[src/core/aar_pkg.sv]
// Constants for the local and partner ability registers.
// Assumes a 5-bit management register address and 16-bit words.
package aar_pkg;
  localparam logic [4:0] ADDR_LOCAL = 5'h04;
  localparam logic [4:0] ADDR_PARTNER = 5'h05;
  localparam int BIT_FURTHER_PAGE = 15;
  localparam int BIT_ACK = 14;
  localparam int BIT_FAULT_REPORT = 13;
  localparam int BIT_RESV_HI = 12;
  localparam int BIT_RESV_LO = 11;
  localparam int BIT_PAUSE = 10;
  localparam int BIT_FOUR_PAIR = 9;
  localparam int BIT_FAST_FULL = 8;
  localparam int BIT_FAST_HALF = 7;
  localparam int BIT_TEN_FULL = 6;
  localparam int BIT_TEN_HALF = 5;
  localparam int SEL_MSB = 4;
  localparam int SEL_LSB = 0;
  localparam logic [4:0] SEL_CSMA_CD = 5'h01;
  localparam logic [15:0] LOCAL_RESET = 16'h01e1;
  // Bits 13..10 and 8..0 are held by software
  localparam logic [15:0] LOCAL_WR_MASK = 16'h3dff;
  localparam logic [15:0] PARTNER_RESET = 16'h0000;
  // Reserved partner bits 12..11 never stored
  localparam logic [15:0] PARTNER_KEEP_MASK = 16'he7ff;
  localparam logic [15:0] RD_UNMAPPED = 16'h0000;
endpackage

[src/core/aar_ability_regs.sv]
// Local advertisement and link partner ability registers.
// Assumes a management frame engine that issues one-cycle read and write
// strobes, and an auto-negotiation engine that drives ack and received words.
`timescale 1ns/1ps
module aar_ability_regs (
  input wire logic sys_clk,
  input wire logic rst,
  input wire logic softRst,
  input wire logic [4:0] regAddr,
  input wire logic regWrEn,
  input wire logic regRdEn,
  input wire logic [15:0] regWrData,
  output logic [15:0] regRdData,
  output logic regRdValid,
  input wire logic ackSet,
  input wire logic partnerWordValid,
  input wire logic [15:0] partnerWord,
  output logic [15:0] localAdvertWord,
  output logic [15:0] partnerAbilityWord,
  input wire logic faultStatusRdClr,
  output logic faultStatusLatch
);

  typedef struct packed {
    logic [15:0] localAdv;
    logic [15:0] partner;
    logic [15:0] rdData;
    logic rdValid;
    logic faultLatch;
  } aar_state_t;

  aar_state_t state_ff;
  aar_state_t nxt_state;

  always_comb
  begin
    nxt_state = state_ff;
    nxt_state.rdValid = 1'b0;
    if (regWrEn && regAddr == aar_pkg::ADDR_LOCAL)
    begin
      nxt_state.localAdv = (state_ff.localAdv & ~aar_pkg::LOCAL_WR_MASK)
        | (regWrData & aar_pkg::LOCAL_WR_MASK);
    end
    // Acknowledge owned by hardware, write mask excludes it
    nxt_state.localAdv[aar_pkg::BIT_ACK] = ackSet;
    nxt_state.localAdv[aar_pkg::BIT_FURTHER_PAGE] = 1'b0;
    nxt_state.localAdv[aar_pkg::BIT_FOUR_PAIR] = 1'b0;
    // Partner capture, writes to address 5 are dropped
    if (partnerWordValid)
    begin
      nxt_state.partner = partnerWord & aar_pkg::PARTNER_KEEP_MASK;
    end
    // Status read clear; a new fault in the same cycle wins
    if (faultStatusRdClr)
    begin
      nxt_state.faultLatch = 1'b0;
    end
    if (partnerWordValid && partnerWord[aar_pkg::BIT_FAULT_REPORT])
    begin
      nxt_state.faultLatch = 1'b1;
    end
    // Read data registered so it cannot glitch on the frame engine
    if (regRdEn)
    begin
      nxt_state.rdValid = 1'b1;
      if (regAddr == aar_pkg::ADDR_LOCAL)
      begin
        nxt_state.rdData = state_ff.localAdv;
      end
      else if (regAddr == aar_pkg::ADDR_PARTNER)
      begin
        nxt_state.rdData = state_ff.partner;
      end
      else
      begin
        nxt_state.rdData = aar_pkg::RD_UNMAPPED;
      end
    end
    // Soft reset restores defaults; latched fault is left to status owner
    if (softRst)
    begin
      nxt_state.localAdv = aar_pkg::LOCAL_RESET;
      nxt_state.partner = aar_pkg::PARTNER_RESET;
    end
  end

  always_ff @(posedge sys_clk)
  begin
    if (rst)
    begin
      state_ff.localAdv <= aar_pkg::LOCAL_RESET;
      state_ff.partner <= aar_pkg::PARTNER_RESET;
      state_ff.rdData <= 16'h0000;
      state_ff.rdValid <= 1'b0;
      state_ff.faultLatch <= 1'b0;
    end
    else
    begin
      state_ff <= nxt_state;
    end
  end

  assign regRdData = state_ff.rdData;
  assign regRdValid = state_ff.rdValid;
  assign localAdvertWord = state_ff.localAdv;
  assign partnerAbilityWord = state_ff.partner;
  assign faultStatusLatch = state_ff.faultLatch;

  // Checks on the register behaviour

  local_read_a: assert property (
    @(posedge sys_clk) disable iff (rst)
    regRdEn && regAddr == aar_pkg::ADDR_LOCAL
    |=> regRdValid && regRdData == $past(localAdvertWord))
    else $error("Local word read returned wrong data");

  page_zero_a: assert property (
    @(posedge sys_clk) disable iff (rst)
    regWrEn && regAddr == aar_pkg::ADDR_LOCAL && regWrData[aar_pkg::BIT_FURTHER_PAGE]
    |=> !localAdvertWord[aar_pkg::BIT_FURTHER_PAGE])
    else $error("Further page bit took a write");

  ack_follow_a: assert property (
    @(posedge sys_clk) disable iff (rst)
    !softRst |=> localAdvertWord[aar_pkg::BIT_ACK] == $past(ackSet))
    else $error("Local acknowledge did not follow engine");

  fault_write_a: assert property (
    @(posedge sys_clk) disable iff (rst)
    regWrEn && regAddr == aar_pkg::ADDR_LOCAL && !softRst
    |=> localAdvertWord[aar_pkg::BIT_FAULT_REPORT:aar_pkg::BIT_PAUSE]
      == $past(regWrData[aar_pkg::BIT_FAULT_REPORT:aar_pkg::BIT_PAUSE]))
    else $error("Fault or pause bit write lost");

  four_pair_a: assert property (
    @(posedge sys_clk) disable iff (rst)
    regWrEn && regWrData[aar_pkg::BIT_FOUR_PAIR]
    |=> !localAdvertWord[aar_pkg::BIT_FOUR_PAIR])
    else $error("Four pair bit became set");

  speed_write_a: assert property (
    @(posedge sys_clk) disable iff (rst)
    regWrEn && regAddr == aar_pkg::ADDR_LOCAL && !softRst
    |=> localAdvertWord[aar_pkg::BIT_FAST_FULL:aar_pkg::BIT_TEN_HALF]
      == $past(regWrData[aar_pkg::BIT_FAST_FULL:aar_pkg::BIT_TEN_HALF]))
    else $error("Speed ability write lost");

  speed_reset_a: assert property (
    @(posedge sys_clk)
    rst |=> localAdvertWord[aar_pkg::BIT_FAST_FULL:aar_pkg::BIT_TEN_HALF] == 4'hf)
    else $error("Speed abilities not set by reset");

  select_write_a: assert property (
    @(posedge sys_clk) disable iff (rst)
    regWrEn && regAddr == aar_pkg::ADDR_LOCAL && !softRst
    |=> localAdvertWord[aar_pkg::SEL_MSB:aar_pkg::SEL_LSB]
      == $past(regWrData[aar_pkg::SEL_MSB:aar_pkg::SEL_LSB]))
    else $error("Selector write lost");

  select_reset_a: assert property (
    @(posedge sys_clk)
    rst || softRst
    |=> localAdvertWord[aar_pkg::SEL_MSB:aar_pkg::SEL_LSB] == aar_pkg::SEL_CSMA_CD)
    else $error("Selector not restored by reset");

  local_hold_a: assert property (
    @(posedge sys_clk) disable iff (rst)
    !(regWrEn && regAddr == aar_pkg::ADDR_LOCAL) && !softRst
    |=> $stable(localAdvertWord & aar_pkg::LOCAL_WR_MASK))
    else $error("Local word changed without a write");

  default_value_a: assert property (
    @(posedge sys_clk)
    rst || softRst |=> localAdvertWord == aar_pkg::LOCAL_RESET
      && partnerAbilityWord == aar_pkg::PARTNER_RESET)
    else $error("Defaults not restored by reset");

  read_partner_a: assert property (
    @(posedge sys_clk) disable iff (rst)
    regRdEn && regAddr == aar_pkg::ADDR_PARTNER
    |=> regRdValid && regRdData == $past(partnerAbilityWord))
    else $error("Partner word read returned wrong data");

  partner_hold_a: assert property (
    @(posedge sys_clk) disable iff (rst)
    !partnerWordValid && !softRst |=> $stable(partnerAbilityWord))
    else $error("Partner word changed without capture");

  partner_write_a: assert property (
    @(posedge sys_clk) disable iff (rst)
    regWrEn && regAddr == aar_pkg::ADDR_PARTNER && !partnerWordValid && !softRst
    |=> $stable(partnerAbilityWord))
    else $error("Partner word took a register write");

  partner_cap_a: assert property (
    @(posedge sys_clk) disable iff (rst)
    partnerWordValid && !softRst
    |=> partnerAbilityWord == ($past(partnerWord) & aar_pkg::PARTNER_KEEP_MASK))
    else $error("Partner word not captured");

  partner_ack_a: assert property (
    @(posedge sys_clk) disable iff (rst)
    partnerWordValid && !softRst
    |=> partnerAbilityWord[aar_pkg::BIT_ACK] == $past(partnerWord[aar_pkg::BIT_ACK]))
    else $error("Partner acknowledge not captured");

  partner_page_a: assert property (
    @(posedge sys_clk) disable iff (rst)
    partnerWordValid && !softRst
    |=> partnerAbilityWord[aar_pkg::BIT_FURTHER_PAGE]
      == $past(partnerWord[aar_pkg::BIT_FURTHER_PAGE]))
    else $error("Partner further page bit not captured");

  partner_fault_a: assert property (
    @(posedge sys_clk) disable iff (rst)
    partnerWordValid && !softRst
    |=> partnerAbilityWord[aar_pkg::BIT_FAULT_REPORT]
      == $past(partnerWord[aar_pkg::BIT_FAULT_REPORT]))
    else $error("Partner fault bit not captured");

  partner_select_a: assert property (
    @(posedge sys_clk) disable iff (rst)
    partnerWordValid && !softRst
    |=> partnerAbilityWord[aar_pkg::SEL_MSB:aar_pkg::SEL_LSB]
      == $past(partnerWord[aar_pkg::SEL_MSB:aar_pkg::SEL_LSB]))
    else $error("Partner selector not captured");

  partner_resv_a: assert property (
    @(posedge sys_clk) disable iff (rst)
    partnerWordValid
    |=> partnerAbilityWord[aar_pkg::BIT_RESV_HI:aar_pkg::BIT_RESV_LO] == 2'b00)
    else $error("Reserved partner bits stored");

  fault_latch_a: assert property (
    @(posedge sys_clk) disable iff (rst)
    partnerWordValid && partnerWord[aar_pkg::BIT_FAULT_REPORT]
    |=> faultStatusLatch ##1 (faultStatusLatch || $past(faultStatusRdClr)))
    else $error("Remote fault not latched");

  fault_clear_a: assert property (
    @(posedge sys_clk) disable iff (rst)
    faultStatusRdClr && !(partnerWordValid && partnerWord[aar_pkg::BIT_FAULT_REPORT])
    |=> !faultStatusLatch)
    else $error("Fault latch not cleared by status read");

  fault_quiet_a: assert property (
    @(posedge sys_clk) disable iff (rst)
    !faultStatusLatch && !(partnerWordValid && partnerWord[aar_pkg::BIT_FAULT_REPORT])
    |=> !faultStatusLatch)
    else $error("Fault latch set without a partner fault");

  read_pulse_a: assert property (
    @(posedge sys_clk) disable iff (rst)
    !regRdEn |=> !regRdValid)
    else $error("Read answer without a read");

  read_unmapped_a: assert property (
    @(posedge sys_clk) disable iff (rst)
    regRdEn && regAddr != aar_pkg::ADDR_LOCAL && regAddr != aar_pkg::ADDR_PARTNER
    |=> regRdValid && regRdData == aar_pkg::RD_UNMAPPED)
    else $error("Unmapped read returned data");

endmodule

[config.mk]
export PLATFORM = sky130hd
export DESIGN_NAME = aar_ability_regs
export DESIGN_NICKNAME = d
export VERILOG_FILES = /design/src/core/aar_pkg.sv /design/src/core/aar_ability_regs.sv
export SDC_FILE = /design/constraint.sdc
export NUM_CORES = 1
export LEC_CHECK = 0
export ABC_AREA = 1
export ABC_CLOCK_PERIOD_IN_PS = 800
export BUFFER_PORTS_ARGS = -buffer_cell sky130_fd_sc_hd__buf_2
export CAP_MARGIN = 15
export CORE_MARGIN = 4
export CORE_UTILIZATION = 42
export CTS_CLUSTER_DIAMETER = 150
export CTS_CLUSTER_SIZE = 8
export DETAILED_ROUTE_END_ITERATION = 7
export PLACE_DENSITY = 0.76
export SLEW_MARGIN = 20
export SYNTH_ARGS = -nofsm -noshare
export SYNTH_HDL_FRONTEND = slang
export SYNTH_SLANG_ARGS = --single-unit
[constraint.sdc]
create_clock -name sys_clk -period 0.8 [get_ports sys_clk]
set_input_delay 0.04 -clock sys_clk [delete_from_list [all_inputs] [get_ports sys_clk]]
set_output_delay 0.04 -clock sys_clk [all_outputs]
set_load 0.02 [all_outputs]
Word level (Yosys, flattened, before mapping)
Cells that the tools add are included.
{"block": "classes", "bitwise": 1, "n_reduce_logical": 4, "eq_ne": 2, "mux": 5}
{"operator": "16-bit 2-to-1 mux", "n": 2}
{"operator": "10-bit by 14-bit bitwise OR with 14-bit output (first input constant)", "n": 1}
{"operator": "5-bit by 3-bit == test with 1-bit output (second input constant)", "n": 2}
{"operator": "1-bit 2-to-1 mux", "n": 3}
{"operator": "1-bit logical AND", "n": 2}
{"operator": "2-bit nonzero test", "n": 1}
{"operator": "2-bit OR reduction", "n": 1}
{"block": "totals", "ff_bits": 46, "word_cells": 18, "in_bits": 45}

Depth between registers and ports, before layout
Gate-level depths: netlist (run 1).
{"block": "logic_depth", "depth_word": 3, "depth_mapped": 9}

Least setup slack after synthesis (run 1)
No wires, ideal clock.
{"block": "synth_path", "kind": "reg-to-reg", "from": "register state_ff (netlist bit partnerAbilityWord[0])", "to": "register state_ff (netlist bit regRdData[0])", "path_stages_with_launch": 5, "arrival_ps": 711, "slack_ps": 33, "n_path_buf": 0, "t_required_ps": 744, "synth_period_minus_slack_ps": 767, "path_cell_list": "dfxtp_1 > nand4_1 > nand3_1 > nand2_1 > inv_1"}
{"block": "synth_via", "elab_chain_len": 2}
{"item": "from (decl)", "line": "aar_ability_regs.sv:32", "rtl": "aar_state_t state_ff;"}
{"item": "from (signal assigned)", "line": "aar_ability_regs.sv:99", "rtl": "state_ff <= nxt_state;"}
{"item": "16-bit 2-to-1 mux", "line": "aar_ability_regs.sv:70", "rtl": "else if (regAddr == aar_pkg::ADDR_PARTNER)"}
{"item": "16-bit 2-to-1 mux", "line": "aar_ability_regs.sv:66", "rtl": "if (regAddr == aar_pkg::ADDR_LOCAL)"}
Every way passes these cells.
A chain may end at the register's enable or synchronous reset.

==> metrics.sh, run 1 <==
VIA_COUNT=2369
MIN_DELAY_WORST_ENDPOINT='localAdvertWord[7]'
PLACEDINSTANCEAREA_UM2=2580
FINAL.PERIOD_UTILIZATION=1.05
SYNTH_AREA_PER_CELL_UM2=7.20
TIMING.FINAL.HOLD_VIOLATIONS=1
CLKSINKCOUNT=46
CRITPATHCAPTURETYPE='register'
DIE-AREA_UM2=6030
WORST_HOLD_SLACK_NS=-0.0107
MIN_PERIOD_NS=0.843
NUMCTSBUFFERS=5
MOSTFREQUENTLAYOUTCELL='sky130_fd_sc_hd__nand2_1'
NUMPORTBUFFERS=85
WIRE_LENGTH_OF_THE_FIRST_GLOBAL_ROUTING_PASS_UM=10200
RSZ0062_AT_GRT='yes'
CRITICAL-PATH-SLOWEST-CELL='sky130_fd_sc_hd__dfxtp_2'
SYNTHCELLS=283
TIMING.CRITICAL_PATH.CELLS='buf_6 -> inv_2 -> nand2_2 -> nand2_2 -> nor2_2'
MAX_FREQ_MHz=1190
HOLD_DEPTH=3
FINAL_AREA_UM2=3530
CTS_TREE='built'
CRITICAL-PATH-MAX-STAGE-DELAY_NS=0.35
CTS-ROOT-TO-SINK-BUFFERS=2
ANTENNA_FOUND_INITIAL=0
FINAL_CORE_UTILIZATION=0.747
POWER.LEAKAGE_nW=1.71
DRC_ERRORS=0
ROUTED_WIRELENGTH_UM=6740
SYNTH-ADDER-AREA-SHARE=0
YS_FF_LATCH=46
SYNTHMUXAREASHARE=0
AREA_OF_THE_CORE_UM2=4720
BOUNDARYPINS=95
DIE_H_UM=77.7
SYNTH_TOP_AREA_CELL='sky130_fd_sc_hd__dfxtp_1'
SETUP.WORST_PATH.CLASS='register to register'
TIMING.SETUP.TNS_NS=-0.614
WORST_PATH_DOMINANT_CELL_FAMILY='flip-flops'
SETUP_SLACK_NS=-0.0432
YOSYSWARNINGCOUNT=0
MIN_PATH_TYPE='input port to register'
SYNTH_LARGEST_TYPE_AREA_FRACTION=0.452
YOSYSUNIQUECELLTYPES=17
AREA_GROWTH_PCT=73.1
DPL_WORST_SLACK_NS=-0.150
SYNTHTOPCELLSBYAREA='sky130_fd_sc_hd__dfxtp_1 (45%), sky130_fd_sc_hd__nand2_1 (12%), sky130_fd_sc_hd__nor2_1 (8.1%), sky130_fd_sc_hd__nand3_1 (7.1%), sky130_fd_sc_hd__inv_1 (5.3%)'
PLACEMENTROWS=25
POST_SYNTHESIS_CELL_AREA_UM2=2040
DRT_FIRST_PASS_ITERS=4
IR_DROP_mV=1.00
YOSYSSEQAREASHARE=0.452
HP-START='regWrData[7]'
PLACE_INST=431
SYNTH_COMPOUND_GATE_AREA_SHARE=0.0516
LAYOUT.CELLS.MOST_COMMON_LIST='sky130_fd_sc_hd__nand2_1 (60), sky130_fd_sc_hd__buf_6 (54), sky130_fd_sc_hd__dfxtp_2 (43), sky130_fd_sc_hd__nor2_1 (39), sky130_fd_sc_hd__buf_2 (39)'
ROUTED_ANTENNA_NETS=0
ROUTE.DETAILED.WL_PER_INST_UM=14.0
P_PER_AREA_nW_PER_UM2=1440
FLOORPLAN.INITIALDENSITY=0.432
DRT_ITER0_DRC=149
WORSTPATHARRIVAL_NS=1.08
SETUP_VIOL=35
CTS-ROOT-BUF='sky130_fd_sc_hd__clkbuf_8'
GLOBAL_ROUTE.OVERFLOW_TOTAL=0
DIE_W_UM=77.7
CRIT-REG2REG-LAUNCH='localAdvertWord[2]'
DRV_SLEW=0
SYNTH_SIMPLE_GATE_AREA_SHARE=0.371
WORST-R2R-SETUP-SLACK_NS=-0.04
MAX-CAP-VIOLATIONS=0
REGTOREGENDPOINT='localAdvertWord[2]'
MAXIMUM_LEVEL_OF_THE_CTS_H_TREE=2
PATH_CLK_SLEW_NS=0.09
POWER_mW=5.07
CRITICAL_PATH_REQUIRED_NS=1.04
VIOLATIONS_IN_THE_FINAL_REPORTS='hold timing, setup timing'
VIAS_PER_CELL=4.94
WORST-R2R-CELL-COUNT=5
CRIT_PATH_FREQUENT_CELL='sky130_fd_sc_hd__nand2_2'
ANTENNA_CELLS=0
HPWLAFTERDP_UM=4120
OUTCOME='finished with violations'
GRT.TOTAL_USAGE=0.213
INSERTION_DELAY_NS=0.30
NUM-NETS-FINAL=458
WORSTPATHBUFFERINVERTERCOUNT=2
POST_SYNTH_XOR_XNOR_AREA=0
LARGEST_NET_DEGREE_AT_THE_START_OF_GLOBAL_ROUTING=24
ROUTABILITYCONGESTION=0.793
FINCLKSKEW_NS=0.00930
START_KIND='register'
TIMING.CRITICAL_PATH.FANOUT_MAX=2
GRT_PASS1_VIAS=2192
POST_ROUTE_CELLS_DRIVE_ABOVE_1_SHARE=0.501
LAYOUT.CELLS.NON_FILLER=480
SYNTH_TOP_FAMILY_BY_AREA='simple AND/OR/NAND/NOR gates'
worst min-delay path, cell delays in order:
cell                      delay [ns]
sky130_fd_sc_hd__buf_2          0.08
sky130_fd_sc_hd__nand4_1        0.07
sky130_fd_sc_hd__nand3_1        0.08
Yosys cell counts:
library cell and n:
sky130_fd_sc_hd__buf_4 5, sky130_fd_sc_hd__nand2_2 1, sky130_fd_sc_hd__clkbuf_1 1, sky130_fd_sc_hd__conb_1 1
sky130_fd_sc_hd__buf_12 1, sky130_fd_sc_hd__dfxtp_1 46, sky130_fd_sc_hd__buf_6 1, sky130_fd_sc_hd__inv_1 29
sky130_fd_sc_hd__o21ai_0 2, sky130_fd_sc_hd__nand3_1 29, sky130_fd_sc_hd__nor2_1 44, sky130_fd_sc_hd__nand2_1 64
sky130_fd_sc_hd__nand3_2 6, sky130_fd_sc_hd__buf_2 14, sky130_fd_sc_hd__nand4_1 17, sky130_fd_sc_hd__a21oi_1 19
sky130_fd_sc_hd__nor2_4 3
metal layers:
layer	part of all wire	vias to the layer above	track usage
li1	-	1148	-
met1	0.37	1092	0.233
met2	0.51	109	0.396
met3	0.079	20	0.0603
met4	0.033	0	0.0623
met5	0	-	0
where the power goes:
group | internal, mW | total (mW) | switching, mW
combinational | 0.431 | 0.870 | 0.439
sequential | 2.36 | 2.42 | 0.0580
clock | 1.00 | 1.78 | 0.784
cell families (layout without fill, tap and decap cells):
group           Yosys count  count (layout)
buf+inv                  51             178
simple gates            164             164
flops                    46              46
compound gates           21              21
other cells               1               4
timing repair:
item / in CTS / in global routing
hold endpoints to repair: 22 / 0
setup endpoints to repair: 46 / 59
pin swaps: 0 / 12
setup buffers: 16 / 4
hold buffers: 22 / 0
cloned: 0 / 0
resized for setup: 137 / 36
final cells by class:
cell class | count | area, um^2
Clock buffer | 6 | 82.6
Clock inverter | 1 | 30.0
Fill cell | 319 | 1200
Inverter | 29 | 109
Multi-Input combinational cell | 189 | 960
Sequential cell | 46 | 986
Tap cell | 67 | 83.8
Timing Repair Buffer | 142 | 1280
flip-flops by register name, summed over array words and instances (netlist names):
| register | cells |
|---|---|
| regRdValid | 1 |
| regRdData | 16 |
| faultStatusLatch | 1 |
| partnerAbilityWord | 14 |
| localAdvertWord | 14 |
worst max path at each step:
stage | from | end | slack [ns] | cells after the start
floorplan | partnerAbilityWord[0] | regRdData[0] | 0.03 | 4
global placement | regAddr[3] | localAdvertWord[10] | -0.13 | 8
detailed placement | regAddr[3] | localAdvertWord[2] | -0.15 | 8
CTS | localAdvertWord[8] | localAdvertWord[8] | -0.03 | 1
global route | localAdvertWord[2] | localAdvertWord[2] | -0.06 | 5
finish | localAdvertWord[2] | localAdvertWord[2] | -0.04 | 5
(Power assumes the default switching activity.)
==> inputs of run 2 (changes only) <==
--- a/config.mk
+++ b/config.mk
@@ -14,7 +14,7 @@
 export CTS_CLUSTER_DIAMETER = 150
 export CTS_CLUSTER_SIZE = 8
 export DETAILED_ROUTE_END_ITERATION = 7
-export PLACE_DENSITY = 0.76
+export PLACE_DENSITY = 0.75
 export SLEW_MARGIN = 20
 export SYNTH_ARGS = -nofsm -noshare
 export SYNTH_HDL_FRONTEND = slang
==> metrics.sh, run 2 (synthesis results as in run 1) <==
ANTENNA_FOUND_INITIAL=0  # unchanged
WORSTPATHARRIVAL_NS=0.88  # -0.20 ns
WORSTPATHBUFFERINVERTERCOUNT=2  # unchanged
ROUTE.DETAILED.WL_PER_INST_UM=14.2  # +1.3%
GLOBAL_ROUTE.OVERFLOW_TOTAL=0  # unchanged
MIN_PATH_TYPE='input port to register'
DRT_ITER0_DRC=156  # +4.7%
CRITICAL-PATH-MAX-STAGE-DELAY_NS=0.34  # about the same
CRIT_PATH_FREQUENT_CELL='sky130_fd_sc_hd__buf_6'
VIA_COUNT=2317  # -2.2%
ROUTABILITYCONGESTION=0.775  # -2.2%
P_PER_AREA_nW_PER_UM2=1420  # -1.4%
NUM-NETS-FINAL=460  # +0.44%
CTS-ROOT-BUF='sky130_fd_sc_hd__clkbuf_8'
HOLD_DEPTH=3  # unchanged
POWER.LEAKAGE_nW=1.71  # -0.23%
ROUTED_WIRELENGTH_UM=6870  # +1.9%
MOSTFREQUENTLAYOUTCELL='sky130_fd_sc_hd__nand2_1'
GRT.TOTAL_USAGE=0.228  # +0.0150
SETUP_SLACK_NS=-0.117  # -0.0734 ns
FINCLKSKEW_NS=0.00810  # -0.00120 ns
DIE-AREA_UM2=6030  # unchanged
ANTENNA_CELLS=0  # unchanged
CLKSINKCOUNT=46  # unchanged
CRITICAL_PATH_REQUIRED_NS=0.76  # -0.28 ns
HP-START='softRst'
CRIT-REG2REG-LAUNCH='partnerAbilityWord[1]'
OUTCOME='finished with violations'
RSZ0062_AT_GRT='yes'
CTS_TREE='built'
TIMING.CRITICAL_PATH.CELLS='buf_6 -> buf_6'
MAX_FREQ_MHz=1090  # -8.0%
PATH_CLK_SLEW_NS=0.09  # about the same
DRV_SLEW=0  # unchanged
DRC_ERRORS=0  # unchanged
FINAL.PERIOD_UTILIZATION=1.15  # +0.0918
WIRE_LENGTH_OF_THE_FIRST_GLOBAL_ROUTING_PASS_UM=11100  # +8.5%
LARGEST_NET_DEGREE_AT_THE_START_OF_GLOBAL_ROUTING=25  # +4.2%
MIN_PERIOD_NS=0.917  # +0.0734 ns
CRITPATHCAPTURETYPE='output port'
LARGEST_REGISTER_FFS=16  # unchanged
PLACEDINSTANCEAREA_UM2=2560  # -0.68%
FLOORPLAN.INITIALDENSITY=0.432  # unchanged
VIOLATIONS_IN_THE_FINAL_REPORTS='hold timing, setup timing'
CRITICAL-PATH-SLOWEST-CELL='sky130_fd_sc_hd__dfxtp_2'
CTS-ROOT-TO-SINK-BUFFERS=2  # unchanged
LAYOUT.CELLS.NON_FILLER=483  # +0.63%
TIMING.CRITICAL_PATH.FANOUT_MAX=2  # unchanged
MAX-CAP-VIOLATIONS=0  # unchanged
WORST-R2R-CELL-COUNT=4  # -1
DIE_W_UM=77.7  # unchanged
POST_ROUTE_CELLS_DRIVE_ABOVE_1_SHARE=0.510  # +0.00840
WORST_HOLD_SLACK_NS=-0.00602  # +0.00470 ns
ROUTED_ANTENNA_NETS=0  # unchanged
N_FILL_CELL=311  # -2.5%
DIE_H_UM=77.7  # unchanged
SETUP_VIOL=37  # +5.7%
TIMING.SETUP.TNS_NS=-0.910  # -0.297 ns
TIMING.FINAL.HOLD_VIOLATIONS=1  # unchanged
GRT_PASS1_VIAS=2316  # +5.7%
DRT_FIRST_PASS_ITERS=5  # +1
NUMPORTBUFFERS=85  # unchanged
POWER_mW=5.05  # -0.38%
INSERTION_DELAY_NS=0.31  # about the same
SETUP.WORST_PATH.CLASS='register to output port'
VIAS_PER_CELL=4.80  # -2.8%
LAYOUT.CELLS.MOST_COMMON_LIST='sky130_fd_sc_hd__nand2_1 (58), sky130_fd_sc_hd__buf_6 (57), sky130_fd_sc_hd__nor2_1 (41), sky130_fd_sc_hd__buf_2 (39), sky130_fd_sc_hd__dfxtp_2 (38)'
HPWLAFTERDP_UM=4130  # +0.18%
FINAL_AREA_UM2=3560  # +1.1%
MAXIMUM_LEVEL_OF_THE_CTS_H_TREE=2  # unchanged
AREA_OF_THE_CORE_UM2=4720  # unchanged
PLACEMENTROWS=25  # unchanged
START_KIND='register'
MIN_DELAY_WORST_ENDPOINT='localAdvertWord[0]'
REGTOREGENDPOINT='partnerAbilityWord[1]'
BOUNDARYPINS=95  # unchanged
WORST-R2R-SETUP-SLACK_NS=-0.03  # about the same
AREA_GROWTH_PCT=74.9
WORST_PATH_DOMINANT_CELL_FAMILY='flip-flops'
NUMCTSBUFFERS=5  # unchanged
PLACE_INST=432  # +0.23%
IR_DROP_mV=1.28  # +28%
==> run 2: layer usage <==
metal | GRT usage | wire (um) | vias to the layer above
met3 | 0.0696 | 478 | 6
met1 | 0.253 | 2640 | 1059
met4 | 0.0587 | 48 | 0
met2 | 0.419 | 3700 | 96
met5 | 0 | 0 | -
li1 | - | - | 1156
==> run 2: stage by stage <==
step | setup slack (ns) | hold WS, ns | utilization
detailed placement | -0.390 | 0.269 | 0.542
floorplan | 0.0328 | 0.152 | -
CTS | -0.111 | 0.00914 | 0.725
finish | -0.117 | -0.00602 | 0.755
global route | -0.139 | 0.00164 | 0.755
global placement | -0.370 | 0.263 | 0.542
==> run 2: repair_timing <==
action,in CTS,in global routing
buffers inserted,18,2
pin swaps,0,14
gates cloned,0,0
resized for setup,144,42
setup endpoints to repair,57,66
hold endpoints to repair,24,0
hold buffers,24,0
==> run 2: layout make-up <==
cell class                 instances  area, um^2  area share
inverter                          29         109      0.0305
sequential                        46         998       0.280
multi-input combinational        189         980       0.275
timing repair buffer             144        1280       0.359
clock inverter                     3        45.0      0.0126
tap                               67        83.8      0.0235
clock buffer                       5        68.8      0.0193
==> run 2: how the worst max path moves through the flow <==
stage | start | to | slack [ns] | cells after the start
floorplan | partnerAbilityWord[0] | regRdData[0] | 0.03 | 4
global placement | regAddr[3] | regRdData[13] | -0.37 | 6
global route | partnerAbilityWord[1] | partnerAbilityWord[1] | -0.14 | 2
detailed placement | regAddr[3] | regRdData[7] | -0.39 | 6
CTS | partnerAbilityWord[1] | partnerAbilityWord[1] | -0.11 | 2
finish | partnerAbilityWord[0] | partnerAbilityWord[0] | -0.12 | 2
==> run 2: power by group <==
group	total [mW]	leakage (nW)	switching [mW]	internal, mW
Clock	1.76	0.0504	0.832	0.930
Combinational	0.886	1.26	0.455	0.431
Sequential	2.41	0.393	0.0589	2.35
Total	5.05	1.71	1.35	3.71
==> run 2: tightest hold or removal path: cells and delay by family <==
kind | cells | cell delay (ns)
simple gates | 2 | 0.12
buf+inv | 1 | 0.10
==> inputs of run 3 (changes only) <==
--- a/config.mk
+++ b/config.mk
@@ -5,16 +5,15 @@
 export SDC_FILE = /design/constraint.sdc
 export NUM_CORES = 1
 export LEC_CHECK = 0
-export ABC_AREA = 1
 export ABC_CLOCK_PERIOD_IN_PS = 800
 export BUFFER_PORTS_ARGS = -buffer_cell sky130_fd_sc_hd__buf_2
 export CAP_MARGIN = 15
-export CORE_MARGIN = 4
-export CORE_UTILIZATION = 42
+export CORE_MARGIN = 1.5
+export CORE_UTILIZATION = 40
 export CTS_CLUSTER_DIAMETER = 150
 export CTS_CLUSTER_SIZE = 8
 export DETAILED_ROUTE_END_ITERATION = 7
-export PLACE_DENSITY = 0.75
+export PLACE_DENSITY = 0.74
 export SLEW_MARGIN = 20
 export SYNTH_ARGS = -nofsm -noshare
 export SYNTH_HDL_FRONTEND = slang
==> metrics.sh, run 3 <==
OUTCOME='finished with violations'
VIOLATIONS_IN_THE_FINAL_REPORTS='hold timing, setup timing'
ANTENNA_FOUND_INITIAL=0  # unchanged
FINCLKSKEW_NS=0.00805  # -0.0000586 ns
AREA_GROWTH_PCT=86.3
ANTENNA_CELLS=0  # unchanged
SYNTH_EDF_COUNT=0  # unchanged
WORSTPATHARRIVAL_NS=1.09  # +0.21 ns
SETUP.WORST_PATH.CLASS='register to register'
VIA_COUNT=2031  # -12%
DRT_FIRST_PASS_ITERS=5  # unchanged
HOLD_DEPTH=2  # -1
TIMING.CRITICAL_PATH.FANOUT_MAX=2  # unchanged
POWER_mW=4.63  # -8.4%
WORST_HOLD_SLACK_NS=-0.000413  # +0.00561 ns
SYNTHTOPCELLSBYAREA='sky130_fd_sc_hd__dfxtp_1 (49%), sky130_fd_sc_hd__mux2i_1 (13%), sky130_fd_sc_hd__nand3_1 (4.8%), sky130_fd_sc_hd__o21ai_2 (4.7%), sky130_fd_sc_hd__a21oi_1 (3.8%)'
ROUTED_WIRELENGTH_UM=6680  # -2.8%
WIRE_LENGTH_OF_THE_FIRST_GLOBAL_ROUTING_PASS_UM=10200  # -7.8%
LAYOUT.CELLS.NON_FILLER=397  # -18%
SETUP_SLACK_NS=-0.0828  # +0.0338 ns
MAXIMUM_LEVEL_OF_THE_CTS_H_TREE=2  # unchanged
SYNTH.MOST_COMMON_CELL='sky130_fd_sc_hd__dfxtp_1'
REGTOREGENDPOINT='regRdData[11]'
AREA_OF_THE_CORE_UM2=4410  # -6.5%
BOUNDARYPINS=95  # unchanged
CRITPATHCAPTURETYPE='register'
MAX_FREQ_MHz=1130  # +3.8%
HPWLAFTERDP_UM=3490  # -16%
ROUTABILITYCONGESTION=0.815  # +5.1%
DIE_W_UM=71.2  # -8.3%
LAYOUT.AREA.SEQ_UM2=981  # -1.8%
WORST-R2R-CELL-COUNT=3  # -1
SYNTH_TOP_FAMILY_BY_AREA='simple AND/OR/NAND/NOR gates'
MIN_DELAY_WORST_ENDPOINT='regRdValid'
RSZ0062_AT_GRT='yes'
POST_SYNTH_XOR_XNOR_AREA=0  # unchanged
IR_DROP_mV=1.08  # -16%
DRC_ERRORS=0  # unchanged
POST_ROUTE_CELLS_DRIVE_ABOVE_1_SHARE=0.600  # +0.0904
PATH_CLK_SLEW_NS=0.09  # about the same
POST_SYNTHESIS_CELL_AREA_UM2=1860  # -8.7%
CTS-ROOT-BUF='sky130_fd_sc_hd__clkbuf_8'
P_PER_AREA_nW_PER_UM2=1340  # -5.8%
DRV_SLEW=0  # unchanged
PLACEMENTROWS=24  # -4.0%
MOSTFREQUENTLAYOUTCELL='sky130_fd_sc_hd__buf_6'
YOSYSWARNINGCOUNT=0  # unchanged
PLACE_INST=334  # -23%
CRIT-REG2REG-LAUNCH='localAdvertWord[11]'
LARGEST_NET_DEGREE_AT_THE_START_OF_GLOBAL_ROUTING=16  # -36%
SYNTH_COMPOUND_GATE_AREA_SHARE=0.125  # +0.0735
FINAL.PERIOD_UTILIZATION=1.10  # -0.0423
ROUTE.DETAILED.WL_PER_INST_UM=16.8  # +18%
LAYOUT.CELLS.MOST_COMMON_LIST='sky130_fd_sc_hd__buf_6 (60), sky130_fd_sc_hd__dfxtp_2 (45), sky130_fd_sc_hd__buf_2 (38), sky130_fd_sc_hd__dlygate4sd3_1 (29), sky130_fd_sc_hd__buf_4 (28)'
YOSYSSEQAREASHARE=0.495  # +0.0431
INSERTION_DELAY_NS=0.31  # about the same
POWER.LEAKAGE_nW=1.52  # -11%
N_FILL_CELL=291  # -6.4%
VIAS_PER_CELL=5.12  # +6.6%
MIN_PERIOD_NS=0.883  # -0.0338 ns
MAX-CAP-VIOLATIONS=0  # unchanged
SYNTH_LARGEST_TYPE_AREA_FRACTION=0.495  # +0.0431
SYNTH-ADDER-AREA-SHARE=0  # unchanged
FOOTPRINT_OF_THE_MULTI_INPUT_GATES_UM2=905  # -7.7%
SYNTH_TOP_AREA_CELL='sky130_fd_sc_hd__dfxtp_1'
GLOBAL_ROUTE.OVERFLOW_TOTAL=0  # unchanged
SYNTH_SIMPLE_GATE_AREA_SHARE=0.182  # -0.190
YS_FF_LATCH=46  # unchanged
NUMPORTBUFFERS=85  # unchanged
MIN_PATH_TYPE='input port to register'
SYNTHCELLS=193  # -32%
SYNTH_FF_TYPE='sky130_fd_sc_hd__dfxtp_1'
DIE_H_UM=71.2  # -8.3%
GRT.TOTAL_USAGE=0.263  # +0.0348
CTS_TREE='built'
CLKSINKCOUNT=46  # unchanged
CTS-ROOT-TO-SINK-BUFFERS=2  # unchanged
WORST-R2R-SETUP-SLACK_NS=-0.08  # -0.05 ns
FINAL_CORE_UTILIZATION=0.785  # +0.0307
SYNTHMUXAREASHARE=0.134  # +0.134
POSTSYNTH.ASYNCRESETSHARE=0  # unchanged
NUM-NETS-FINAL=389  # -15%
TIMING.FINAL.HOLD_VIOLATIONS=1  # unchanged
YOSYSUNIQUECELLTYPES=23  # +6
NUMCTSBUFFERS=5  # unchanged
YS_TOP_CELLS_BY_COUNT='sky130_fd_sc_hd__dfxtp_1 (46), sky130_fd_sc_hd__mux2i_1 (25), sky130_fd_sc_hd__nand3_1 (18)'
CRITICAL_PATH_REQUIRED_NS=1.00  # +0.24 ns
LARGEST_REGISTER_FFS=16  # unchanged
FLOORPLAN.INITIALDENSITY=0.421  # -0.0100
HP-START='rst'
START_KIND='register'
ROUTED_ANTENNA_NETS=0  # unchanged
SYNTH_AREA_PER_CELL_UM2=9.64  # +34%
SETUP_VIOL=39  # +5.4%
DIE-AREA_UM2=5070  # -16%
GRT_PASS1_VIAS=2065  # -11%
DRT_ITER0_DRC=139  # -11%
run 3: cells by family after synthesis:
| kind of cell | after synthesis |
|---|---|
| AO/OA/AOI/OAI | 39 |
| buffers and inverters | 18 |
| flip-flops | 46 |
| multiplexers | 25 |
| other | 1 |
| AND/OR/NAND/NOR | 64 |
run 3: timing repair:
item                                   4_1_cts  5_1_grt
hold buffers                                29        0
pin swaps                                   12       15
gates resized for setup                    143       30
endpoints found under the hold margin       29        0
gates cloned                                 1        1
setup endpoints to repair                   59       73
setup buffers                               18        6
run 3: report_power, final:
part / leakage [nW] / internal (mW) / switching [mW] / total [mW]
Sequential: 0.390 / 2.33 / 0.0293 / 2.35
Combinational: 1.08 / 0.429 / 0.353 / 0.782
Clock: 0.0472 / 0.695 / 0.798 / 1.49
run 3: per-stage QoR:
| step | area, um^2 | setup WS (ns) | TNS [ns] |
|---|---|---|---|
| finish | 3470 | -0.0828 | -0.729 |
| CTS | 3300 | -0.0384 | -0.507 |
| global placement | 2410 | -0.378 | -7.45 |
| floorplan | 1880 | -0.233 | -4.17 |
| global route | 3470 | -0.108 | -2.18 |
| detailed placement | 2410 | -0.388 | -7.89 |
run 3: routing by layer:
metal | GRT usage | up-vias | routed length, um
li1 | - | 967 | -
met1 | 0.296 | 950 | 2500
met2 | 0.472 | 100 | 3600
met3 | 0.0798 | 14 | 426
met4 | 0.0839 | 0 | 153
met5 | 0 | - | 0
run 3: worst max-delay path: stages (launching register included):
cell and delay (ns):
sky130_fd_sc_hd__dfxtp_2 0.35, sky130_fd_sc_hd__buf_4 0.13, sky130_fd_sc_hd__nand4b_1 0.09, sky130_fd_sc_hd__a21oi_1 0.22
run 3: how the worst max path moves through the flow:
stage                                 from                     end  slack (ns)  depth (start not counted)
floorplan                       regAddr[3]      localAdvertWord[0]       -0.23                          4
global placement                regAddr[3]     localAdvertWord[10]       -0.38                          4
detailed placement              regAddr[3]      localAdvertWord[4]       -0.39                          4
CTS                 partnerAbilityWord[13]  partnerAbilityWord[13]       -0.04                          1
global route           localAdvertWord[11]           regRdData[11]       -0.11                          3
finish                 localAdvertWord[11]           regRdData[11]       -0.08                          3
run 3: cell type report:
| cell class | instances | area share |
|---|---|---|
| Clock buffer | 6 | 0.0238 |
| Tap cell | 52 | 0.0188 |
| Sequential cell | 46 | 0.283 |
| Multi-Input combinational cell | 133 | 0.261 |
| Clock inverter | 2 | 0.00361 |
| Timing Repair Buffer | 158 | 0.410 |
